## src/cxd_defs.svh

```systemverilog
// constants for the clear/decrement/call execute slice
// assumes inclusion by bare name from the package and the modules
`ifndef CXD_DEFS_SVH
`define CXD_DEFS_SVH

// register port offsets (word index)
`define CXD_OFF_WORK 3'h0
`define CXD_OFF_UPLATCH 3'h1
`define CXD_OFF_STATUS 3'h2
`define CXD_OFF_PC_LO 3'h3
`define CXD_OFF_PC_HI 3'h4
`define CXD_OFF_WDOG 3'h5

// status field positions
`define CXD_ST_ZERO 0
`define CXD_ST_PD_N 3
`define CXD_ST_TO_N 4

// reset values
`define CXD_RST_WORK 8'h00
`define CXD_RST_UPLATCH 7'h00
`define CXD_RST_PC 15'h0000
`define CXD_RST_ZERO 1'b0
`define CXD_RST_FLAG_N 1'b1

// operation constants
`define CXD_CLEAR_VAL 8'h00
`define CXD_DEC_STEP 8'h01
`define CXD_PC_STEP 15'h0001
`define CXD_WDOG_CLR_VAL 8'h00
`define CXD_PRE_CLR_VAL 8'h00

`endif

```

## src/cxd_pkg.sv

```systemverilog
// types for the clear/decrement/call execute slice
// assumes cxd_defs.svh is on the include path
package cxd_pkg;
  `include "cxd_defs.svh"

  // decoded operation handed in by the decoder front
  typedef enum logic [2:0] {
    CXD_OP_NONE = 3'b000,
    CXD_OP_WDOG_CLR = 3'b001,
    CXD_OP_CALL_W = 3'b010,
    CXD_OP_COMPL = 3'b011,
    CXD_OP_CLR_F = 3'b100,
    CXD_OP_DEC_F = 3'b101,
    CXD_OP_CLR_W = 3'b110,
    CXD_OP_DEC_SKIP = 3'b111
  } cxd_op_t;

  // execute sequencer states
  typedef enum logic [1:0] {
    CXD_ST_IDLE = 2'b00,
    CXD_ST_CALL2 = 2'b01,
    CXD_ST_SKIP = 2'b10
  } cxd_state_t;
endpackage

```

## src/cxd_watchdog.sv

```systemverilog
// watchdog counter with prescaler, cleared by the execute slice
// assumes one clock; clear is a one-cycle pulse from the same domain
`include "cxd_defs.svh"
module cxd_watchdog import cxd_pkg::*; #(
  parameter int PRE_W = 8,
  parameter int CNT_W = 8
) (
  input wire logic clk_sys,
  input wire logic reset_n,
  input wire logic wdog_clear,
  input wire logic wdog_enable,
  output logic [CNT_W-1:0] wdog_count,
  output logic wdog_timeout
);
  // refuse widths the counters cannot serve
  generate
    if (PRE_W < 1 || PRE_W > 8 || CNT_W < 1 || CNT_W > 8) begin : g_bad
      $error("cxd_watchdog: widths must be 1..8");
    end
  endgenerate

  logic [PRE_W-1:0] pre_reg; // prescaler count
  logic [CNT_W-1:0] cnt_reg; // watchdog_counter value
  logic to_reg; // one-cycle timeout pulse
  wire pre_wrap = &pre_reg; // prescaler about to roll
  wire cnt_wrap = &cnt_reg; // counter about to roll

  // counting; clear returns both stages to zero
  always_ff @(posedge clk_sys or negedge reset_n) begin
    if (!reset_n) begin
      pre_reg <= '0;
      cnt_reg <= '0;
      to_reg <= 1'b0;
    end else if (wdog_clear) begin
      pre_reg <= PRE_W'(`CXD_PRE_CLR_VAL);
      cnt_reg <= CNT_W'(`CXD_WDOG_CLR_VAL);
      to_reg <= 1'b0;
    end else if (wdog_enable) begin
      pre_reg <= pre_reg + 1'b1;
      cnt_reg <= pre_wrap ? cnt_reg + 1'b1 : cnt_reg;
      to_reg <= pre_wrap && cnt_wrap;
    end else begin
      to_reg <= 1'b0;
    end
  end

  assign wdog_count = cnt_reg;
  assign wdog_timeout = to_reg;
endmodule // cxd_watchdog

```

## src/cxd_exec.sv

```systemverilog
// execute slice for watchdog clear, call via work reg, complement,
// clear, decrement and decrement-skip operations
// assumes decoded op from the fetch stage on the same clock and a
// register file whose read data is valid beside the request
//
// Contract
// - watchdog clear zeroes counter, sets both flags
// - watchdog clear also zeroes the prescaler
// - indirect call pushes pc plus one first
// - pc low from work, high from latch
// - indirect call two cycles, flags unchanged
// - complement routes by destination, updates zero
// - clear file writes zero, sets zero
// - decrement routes by destination, updates zero
// - clear work writes zero, sets zero
// - decrement-skip routes result, flags untouched
// - zero result discards next, two cycles
`include "cxd_defs.svh"
module cxd_exec import cxd_pkg::*; #(
  parameter int PRE_W = 8,
  parameter int CNT_W = 8
) (
  input wire logic clk_sys,
  input wire logic reset_n,
  input cxd_op_t op_sel,
  input wire logic op_valid,
  output logic op_ready,
  input wire logic [6:0] file_addr,
  input wire logic dest_file,
  input wire logic [7:0] file_rdata,
  output logic file_we,
  output logic [6:0] file_waddr,
  output logic [7:0] file_wdata,
  output logic stack_push,
  output logic [14:0] return_stack_top,
  output logic [14:0] pc_out,
  output logic skip_flush,
  input wire logic sleep_enter,
  input wire logic wdog_enable,
  input wire logic [2:0] reg_addr,
  input wire logic [7:0] reg_wdata,
  input wire logic reg_wr,
  input wire logic reg_rd,
  output logic [7:0] reg_rdata
);
  // sequencer and architectural state
  cxd_state_t state_reg, state_next; // execute sequencer
  logic [7:0] work_reg; // working register
  logic [6:0] upper_pc_latch_reg; // upper_pc_latch
  logic [14:0] pc_reg; // program counter
  logic zero_reg; // zero flag
  logic timeout_status_n_reg; // active-low timeout flag
  logic powerdown_status_n_reg; // active-low power-down flag
  logic fwe_reg; // file write strobe
  logic [6:0] fwa_reg; // file write address
  logic [7:0] fwd_reg; // file write data
  logic push_reg; // stack push strobe
  logic [14:0] tos_reg; // pushed return address
  logic flush_reg; // skip-cycle marker
  logic [7:0] rdata_reg; // register port read data
  logic [CNT_W-1:0] wdog_count; // watchdog count view
  logic wdog_timeout; // watchdog expiry pulse

  // result arithmetic shared by several ops
  function automatic logic [7:0] dec8(input logic [7:0] v);
    dec8 = v - `CXD_DEC_STEP;
  endfunction

  function automatic logic is_zero8(input logic [7:0] v);
    is_zero8 = (v == `CXD_CLEAR_VAL);
  endfunction

  // handshake: a new op is taken only when idle
  assign op_ready = (state_reg == CXD_ST_IDLE);
  wire take = op_valid && op_ready; // op accepted this edge

  // per-op decode
  wire is_wclr = take && (op_sel == CXD_OP_WDOG_CLR);
  wire is_call_via_work_reg_op = take && (op_sel == CXD_OP_CALL_W);
  wire is_complement_file_op = take && (op_sel == CXD_OP_COMPL);
  wire is_clear_file_op = take && (op_sel == CXD_OP_CLR_F);
  wire is_decrement_file_op = take && (op_sel == CXD_OP_DEC_F);
  wire is_clear_work_reg_op = take && (op_sel == CXD_OP_CLR_W);
  wire is_dsz = take && (op_sel == CXD_OP_DEC_SKIP);
  wire is_none = take && (op_sel == CXD_OP_NONE);

  wire [7:0] comp_res = ~file_rdata;
  // decrement result, shared with the skip form
  wire [7:0] dec_res = dec8(file_rdata);
  // result of whichever routed op runs
  wire [7:0] alu_res = is_complement_file_op ? comp_res : dec_res;
  wire routed = is_complement_file_op || is_decrement_file_op || is_dsz; // op uses dest bit
  wire to_file = routed && dest_file; // result goes to file
  wire to_work = routed && !dest_file; // result goes to work
  // skip taken when decremented value is zero
  wire skip_hit = is_dsz && is_zero8(dec_res);
  wire pc_plus1 = take && !is_call_via_work_reg_op; // sequential advance
  wire [14:0] pc_inc = pc_reg + `CXD_PC_STEP; // next address

  // register port decode
  wire wr_work = reg_wr && (reg_addr == `CXD_OFF_WORK);
  wire wr_latch = reg_wr && (reg_addr == `CXD_OFF_UPLATCH);
  wire wr_status = reg_wr && (reg_addr == `CXD_OFF_STATUS);

  // status byte as seen by software
  wire [7:0] status_view = {3'h0, timeout_status_n_reg,
    powerdown_status_n_reg, 2'h0, zero_reg};

  // read multiplexer; unmapped offsets read zero
  wire [7:0] rd_mux =
    (reg_addr == `CXD_OFF_WORK) ? work_reg :
    (reg_addr == `CXD_OFF_UPLATCH) ? {1'b0, upper_pc_latch_reg} :
    (reg_addr == `CXD_OFF_STATUS) ? status_view :
    (reg_addr == `CXD_OFF_PC_LO) ? pc_reg[7:0] :
    (reg_addr == `CXD_OFF_PC_HI) ? {1'b0, pc_reg[14:8]} :
    (reg_addr == `CXD_OFF_WDOG) ? 8'(wdog_count) : 8'h00;

  // watchdog with prescaler, cleared by the op
  cxd_watchdog #(.PRE_W(PRE_W), .CNT_W(CNT_W)) u_wdog (
    .clk_sys(clk_sys),
    .reset_n(reset_n),
    .wdog_clear(is_wclr),
    .wdog_enable(wdog_enable),
    .wdog_count(wdog_count),
    .wdog_timeout(wdog_timeout)
  );

  // sequencer next state
  always_comb begin
    state_next = state_reg;
    case (state_reg)
      CXD_ST_IDLE: begin
        // indirect call takes a second cycle
        if (is_call_via_work_reg_op) begin
          state_next = CXD_ST_CALL2;
        // zero result inserts a nop cycle
        end else if (skip_hit) begin
          state_next = CXD_ST_SKIP;
        end
      end
      CXD_ST_CALL2: state_next = CXD_ST_IDLE;
      CXD_ST_SKIP: state_next = CXD_ST_IDLE;
      default: state_next = CXD_ST_IDLE;
    endcase
  end

  // sequencer state register
  always_ff @(posedge clk_sys or negedge reset_n) begin
    if (!reset_n) state_reg <= CXD_ST_IDLE;
    else state_reg <= state_next;
  end

  // program counter
  always_ff @(posedge clk_sys or negedge reset_n) begin
    if (!reset_n) begin
      pc_reg <= `CXD_RST_PC;
    // target from work and latch after the push
    end else if (state_reg == CXD_ST_CALL2) begin
      pc_reg <= {upper_pc_latch_reg, work_reg};
    // discarded slot still consumes its address
    end else if (pc_plus1 || state_reg == CXD_ST_SKIP) begin
      pc_reg <= pc_inc;
    end
  end

  // return stack push
  always_ff @(posedge clk_sys or negedge reset_n) begin
    if (!reset_n) begin
      push_reg <= 1'b0;
      tos_reg <= `CXD_RST_PC;
    end else begin
      // push next address before the jump
      push_reg <= is_call_via_work_reg_op;
      if (is_call_via_work_reg_op) tos_reg <= pc_inc;
    end
  end

  // working register; execution beats the port
  always_ff @(posedge clk_sys or negedge reset_n) begin
    if (!reset_n) begin
      work_reg <= `CXD_RST_WORK;
    end else if (is_clear_work_reg_op) begin
      work_reg <= `CXD_CLEAR_VAL;
    // routed results land in work when dest is 0
    end else if (to_work) begin
      work_reg <= alu_res;
    end else if (wr_work) begin
      work_reg <= reg_wdata;
    end
  end

  // upper address latch, software written
  always_ff @(posedge clk_sys or negedge reset_n) begin
    if (!reset_n) upper_pc_latch_reg <= `CXD_RST_UPLATCH;
    else if (wr_latch) upper_pc_latch_reg <= reg_wdata[6:0];
  end

  // zero flag
  always_ff @(posedge clk_sys or negedge reset_n) begin
    if (!reset_n) begin
      zero_reg <= `CXD_RST_ZERO;
    // clear file and clear work force zero set
    end else if (is_clear_file_op || is_clear_work_reg_op) begin
      zero_reg <= 1'b1;
    end else if (is_complement_file_op || is_decrement_file_op) begin
      zero_reg <= is_zero8(alu_res);
    end else if (wr_status) begin
      zero_reg <= reg_wdata[`CXD_ST_ZERO];
    end
  end

  // active-low timeout and power-down flags
  always_ff @(posedge clk_sys or negedge reset_n) begin
    if (!reset_n) begin
      timeout_status_n_reg <= `CXD_RST_FLAG_N;
      powerdown_status_n_reg <= `CXD_RST_FLAG_N;
    end else begin
      // expiry wins over a clear in the same cycle
      if (wdog_timeout) timeout_status_n_reg <= 1'b0;
      else if (is_wclr) timeout_status_n_reg <= 1'b1;
      if (sleep_enter) powerdown_status_n_reg <= 1'b0;
      else if (is_wclr) powerdown_status_n_reg <= 1'b1;
    end
  end

  // file write port
  always_ff @(posedge clk_sys or negedge reset_n) begin
    if (!reset_n) begin
      fwe_reg <= 1'b0;
      fwa_reg <= 7'h00;
      fwd_reg <= 8'h00;
    end else begin
      fwe_reg <= is_clear_file_op || to_file;
      if (is_clear_file_op || to_file) begin
        fwa_reg <= file_addr;
        fwd_reg <= is_clear_file_op ? `CXD_CLEAR_VAL : alu_res;
      end
    end
  end

  // skip marker and read data
  always_ff @(posedge clk_sys or negedge reset_n) begin
    if (!reset_n) begin
      flush_reg <= 1'b0;
      rdata_reg <= 8'h00;
    end else begin
      flush_reg <= skip_hit;
      rdata_reg <= reg_rd ? rd_mux : 8'h00;
    end
  end

  // outputs
  assign file_we = fwe_reg;
  assign file_waddr = fwa_reg;
  assign file_wdata = fwd_reg;
  assign stack_push = push_reg;
  assign return_stack_top = tos_reg;
  assign pc_out = pc_reg;
  assign skip_flush = flush_reg;
  assign reg_rdata = rdata_reg;
endmodule // cxd_exec

```

## config.mk

```make
export PLATFORM = sky130hd
export DESIGN_NAME = cxd_exec
export DESIGN_NICKNAME = d
export VERILOG_FILES = /design/src/cxd_pkg.sv /design/src/cxd_watchdog.sv /design/src/cxd_exec.sv
export VERILOG_INCLUDE_DIRS = /design/src
export SDC_FILE = /design/constraint.sdc
export NUM_CORES = 1
export LEC_CHECK = 0
export BUFFER_PORTS_ARGS = -buffer_cell sky130_fd_sc_hd__buf_2
export CAP_MARGIN = 20
export CORE_MARGIN = 1.5
export CORE_UTILIZATION = 50
export DETAILED_ROUTE_END_ITERATION = 6
export MAX_ROUTING_LAYER = met4
export PLACE_DENSITY = 0.85
export SLEW_MARGIN = 5
export SYNTH_ARGS = -nofsm -noshare
export SYNTH_HDL_FRONTEND = slang
export SYNTH_HIERARCHICAL = 1
export SYNTH_SLANG_ARGS = --single-unit
export TNS_END_PERCENT = 100
```

## constraint.sdc

```tcl
create_clock -name clk_sys -period 1.9 [get_ports clk_sys]
set_input_delay 0.095 -clock clk_sys [delete_from_list [all_inputs] [get_ports clk_sys]]
set_output_delay 0.095 -clock clk_sys [all_outputs]
set_load 0.1 [all_outputs]
```

==> impl_metrics.py <==
metrics = {
    "floorplan": {
        "fp.dieArea_um2": 10500,
        "num_rows": 36,
        "die_w_um": 103,
        "core-area_um2": 9680,
        "initial_core_util": 0.512,
        "die_h_um": 103,
        "pin_count": 94,
    },
    "yosys": {
        "synth_nets": 575,
        "yosys.area.top_type": "dfrtp_1",
        "synth_edf_count": 0,
        "synth_warnings": 6,
        "yosysSeqAreaShare": 0.470,
        "async_flop_share": 1.00,
        "ys.flop_type": "dfrtp_1",
        "ys_seq_elements": 93,
        "ys_types": 62,
        "syn_avg_cell_area_um2": 9.31,
        "synth.most_common_cell": "dfrtp_1",
        "syn_area_um2": 4960,
        "syn_inst": 533,
        "synth_top_area_frac": 0.459,
        "ys_top_cells_by_area": "dfrtp_1 (46%), nand2_1 (5.5%), o21ai_0 (4.5%)",
        "yosys-top-cells-count": "dfrtp_1 (91), nand2_1 (73), o21ai_0 (45)",
    },
    "critical_path": {
        "r2r_slack_ns": 0.07,
        "worstPathRequired_ns": 2.17,
        "ff2ff_path_depth": 4,
        "r2r-start": "u_wdog/pre_reg[0]$_DFFE_PN0P_",
        "critPathLaunchType": "register",
        "critPathSlowestCell": "nor4_1",
        "path_class": "reg2reg",
        "worstSetupEndpointType": "register",
        "cp_max_fo": 14,
        "cpPeakStageDelay_ns": 0.43,
        "reg2reg_to": "u_wdog/wdog_count[7]$_DFFE_PN0P_",
        "cp.arrival_ns": 2.10,
        "cp_cell_sequence": "ha_1 -> nand4_4 -> nor4_1 -> mux2_2",
    },
    "global_route": {
        "grt_pass1_vias": 4259,
        "grt_overflow": 0,
        "grt_pass1_wl_um": 20900,
        "grt_max_degree": 94,
        "antenna_found_initial": 0,
        "grt.total_usage": 0.266,
    },
    "placement": {
        "dp_hpwl_um": 9430,
        "dpl_cell_area_um2": 5630,
        "place_ws_ns": 0.0657,
        "portBuffers": 93,
        "gp_congestion": 0.957,
    },
    "timing": {
        "setup_tns_ns": 0,
        "relSlewSlack": 0.649,
        "fmax_ghz": 0.546,
        "finalCritPeriodShare": 0.964,
        "finalHoldViolations": 0,
        "post-route-worst-setup-slack_ns": 0.0676,
        "tightest_slew_ns": 0.527,
        "rsz0062_at_grt": "no",
        "setup_violations": 0,
        "skew_ns": 0.0138,
        "fin_crit_ns": 1.83,
        "maxSlewViolCount": 0,
    },
    "clock_tree": {
        "htreeDepth": 3,
        "cts_tree": "done",
        "post_cts_buffers": 0,
        "cts_buffers": 9,
        "clock_sinks": 93,
        "clkLatencyLatePin_ns": 0.37,
        "clk_pin_slew_ns": 0.11,
        "clockBufferDepth": 2,
        "root_buffer": "clkbuf_8",
    },
    "power_and_ir_drop": {
        "p_per_area_nw_per_um2": 1390,
        "power_leakage_uw": 0.00280,
        "peakVddDrop_uv": 1160,
    },
    "cells_and_area": {
        "antenna_cells": 0,
        "stdcell_area_um2": 6000,
        "area_delta_synth_final_pct": 21.1,
        "drive_above_1_share": 0.258,
        "nNetsFinal": 681,
    },
    "outcome": {
        "status": "finished clean",
    },
    "worst_hold_path": {
        "whs_path_depth": 2,
        "min-delay-path-class": "in2reg",
        "min_from": "reg_rd",
        "hold_end": "reg_rdata[1]$_DFF_PN0_",
    },
    "job": {
        "cap_viol_max_count": 0,
    },
    "routing": {
        "drtAntennaViolNets": 0,
        "wire_per_inst_um": 16.8,
        "dr.pass1.iters": 5,
        "routed_via_density": 5.84,
        "via_count": 4539,
        "routed_wl_um": 13100,
        "drcViolationCount": 0,
        "dr.first_iter.drc_count": 291,
    },
}
cell families after synthesis:
kind of cell	count (synthesis)	synth area share
fa+ha+maj	5	0.0126
buf+inv	41	0.0373
compound gates	144	0.180
simple gates	202	0.204
flops	93	0.470
mux	25	0.0558
xor+xnor	23	0.0406
area by class of cell:
| class | instances | area (µm²) |
|---|---|---|
| clock buffers | 9 | 124 |
| clock inverters | 7 | 86.3 |
| fillers | 826 | 3680 |
| inverters | 11 | 41.3 |
| multi-input cells | 399 | 2470 |
| flip-flops and latches | 93 | 2360 |
| well taps | 133 | 166 |
| repair buffers | 125 | 758 |
per-layer routing:
| layer | share of wire | wire length (µm) | global-route usage |
|---|---|---|---|
| met1 | 0.43 | 5570 | 0.337 |
| met2 | 0.48 | 6320 | 0.427 |
| met3 | 0.061 | 793 | 0.0468 |
| met4 | 0.031 | 401 | 0.104 |
| met5 | 0 | 0 | - |
what timing repair did:
action	4_1_cts	5_1_grt
gates resized for setup	0	4
hold endpoints to repair	110	0
setup endpoints to repair	0	7
hold buffers	15	0
cell usage in the layout, fill, tap and decap left out, types with 6 or more instances in the layout:
| master | n |
|---|---|
| nand2_1 | 72 |
| xnor2_1 | 12 |
| a31oi_1 | 7 |
| dlygate4sd3_1 | 15 |
| o22ai_1 | 14 |
| a22oi_1 | 10 |
| and3_1 | 6 |
| a21oi_1 | 32 |
| nor2b_1 | 7 |
| buf_4 | 17 |
| dfrtp_2 | 7 |
| nand3_1 | 16 |
| o21ai_1 | 8 |
| nor2_1 | 41 |
| and2_1 | 9 |
| or3_1 | 8 |
| buf_2 | 92 |
| dfrtp_1 | 79 |
| o21ai_0 | 40 |
| nand2b_1 | 7 |
| xor2_1 | 11 |
| clkbuf_8 | 9 |
| mux2_2 | 11 |
| inv_1 | 10 |
| mux2i_1 | 13 |
worst max-delay path by stage:
stage                                       start                          endpoint  slack [ns]  depth (start not counted)
floorplan                state_reg[1]$_DFFE_PN0P_         file_wdata[5]$_DFFE_PN0P_       -0.12                          7
global placement                    file_rdata[0]              zero_reg$_DFFE_PN0P_         0.1                          8
detailed placement                  file_rdata[0]              zero_reg$_DFFE_PN0P_        0.07                          8
CTS                 u_wdog/pre_reg[0]$_DFFE_PN0P_  u_wdog/wdog_count[7]$_DFFE_PN0P_        0.08                          4
global route        u_wdog/pre_reg[0]$_DFFE_PN0P_  u_wdog/wdog_count[7]$_DFFE_PN0P_        0.01                          4
finish              u_wdog/pre_reg[0]$_DFFE_PN0P_  u_wdog/wdog_count[7]$_DFFE_PN0P_        0.07                          4
where the power goes:
| part | switching, µW | leakage [µW] | internal, µW | total (µW) |
|---|---|---|---|---|
| clock | 828 | 0.000105 | 530 | 1360 |
| sequential | 550 | 0.00117 | 2460 | 3020 |
| combinational | 3160 | 0.00152 | 796 | 3950 |
| total | 4540 | 0.00280 | 3790 | 8330 |
worst max-delay path, delay by kind of cell, from the launching register on:
| kind | cells | cell delay (ns) |
|---|---|---|
| flops | 1 | 0.42 |
| mux | 1 | 0.39 |
| simple gates | 2 | 0.65 |
| fa+ha+maj | 1 | 0.28 |
per-stage QoR:
step	utilization	hold WS (ns)	instances	total power, µW
floorplan	-	-0.201	533	6150
global placement	0.581	0.177	746	6880
detailed placement	0.581	0.183	746	6960
CTS	0.619	0.0236	777	8330
global route	0.620	0.0303	777	8700
finish	0.620	0.0447	777	8330
No activity file was read; power rests on OpenSTA's default activity.
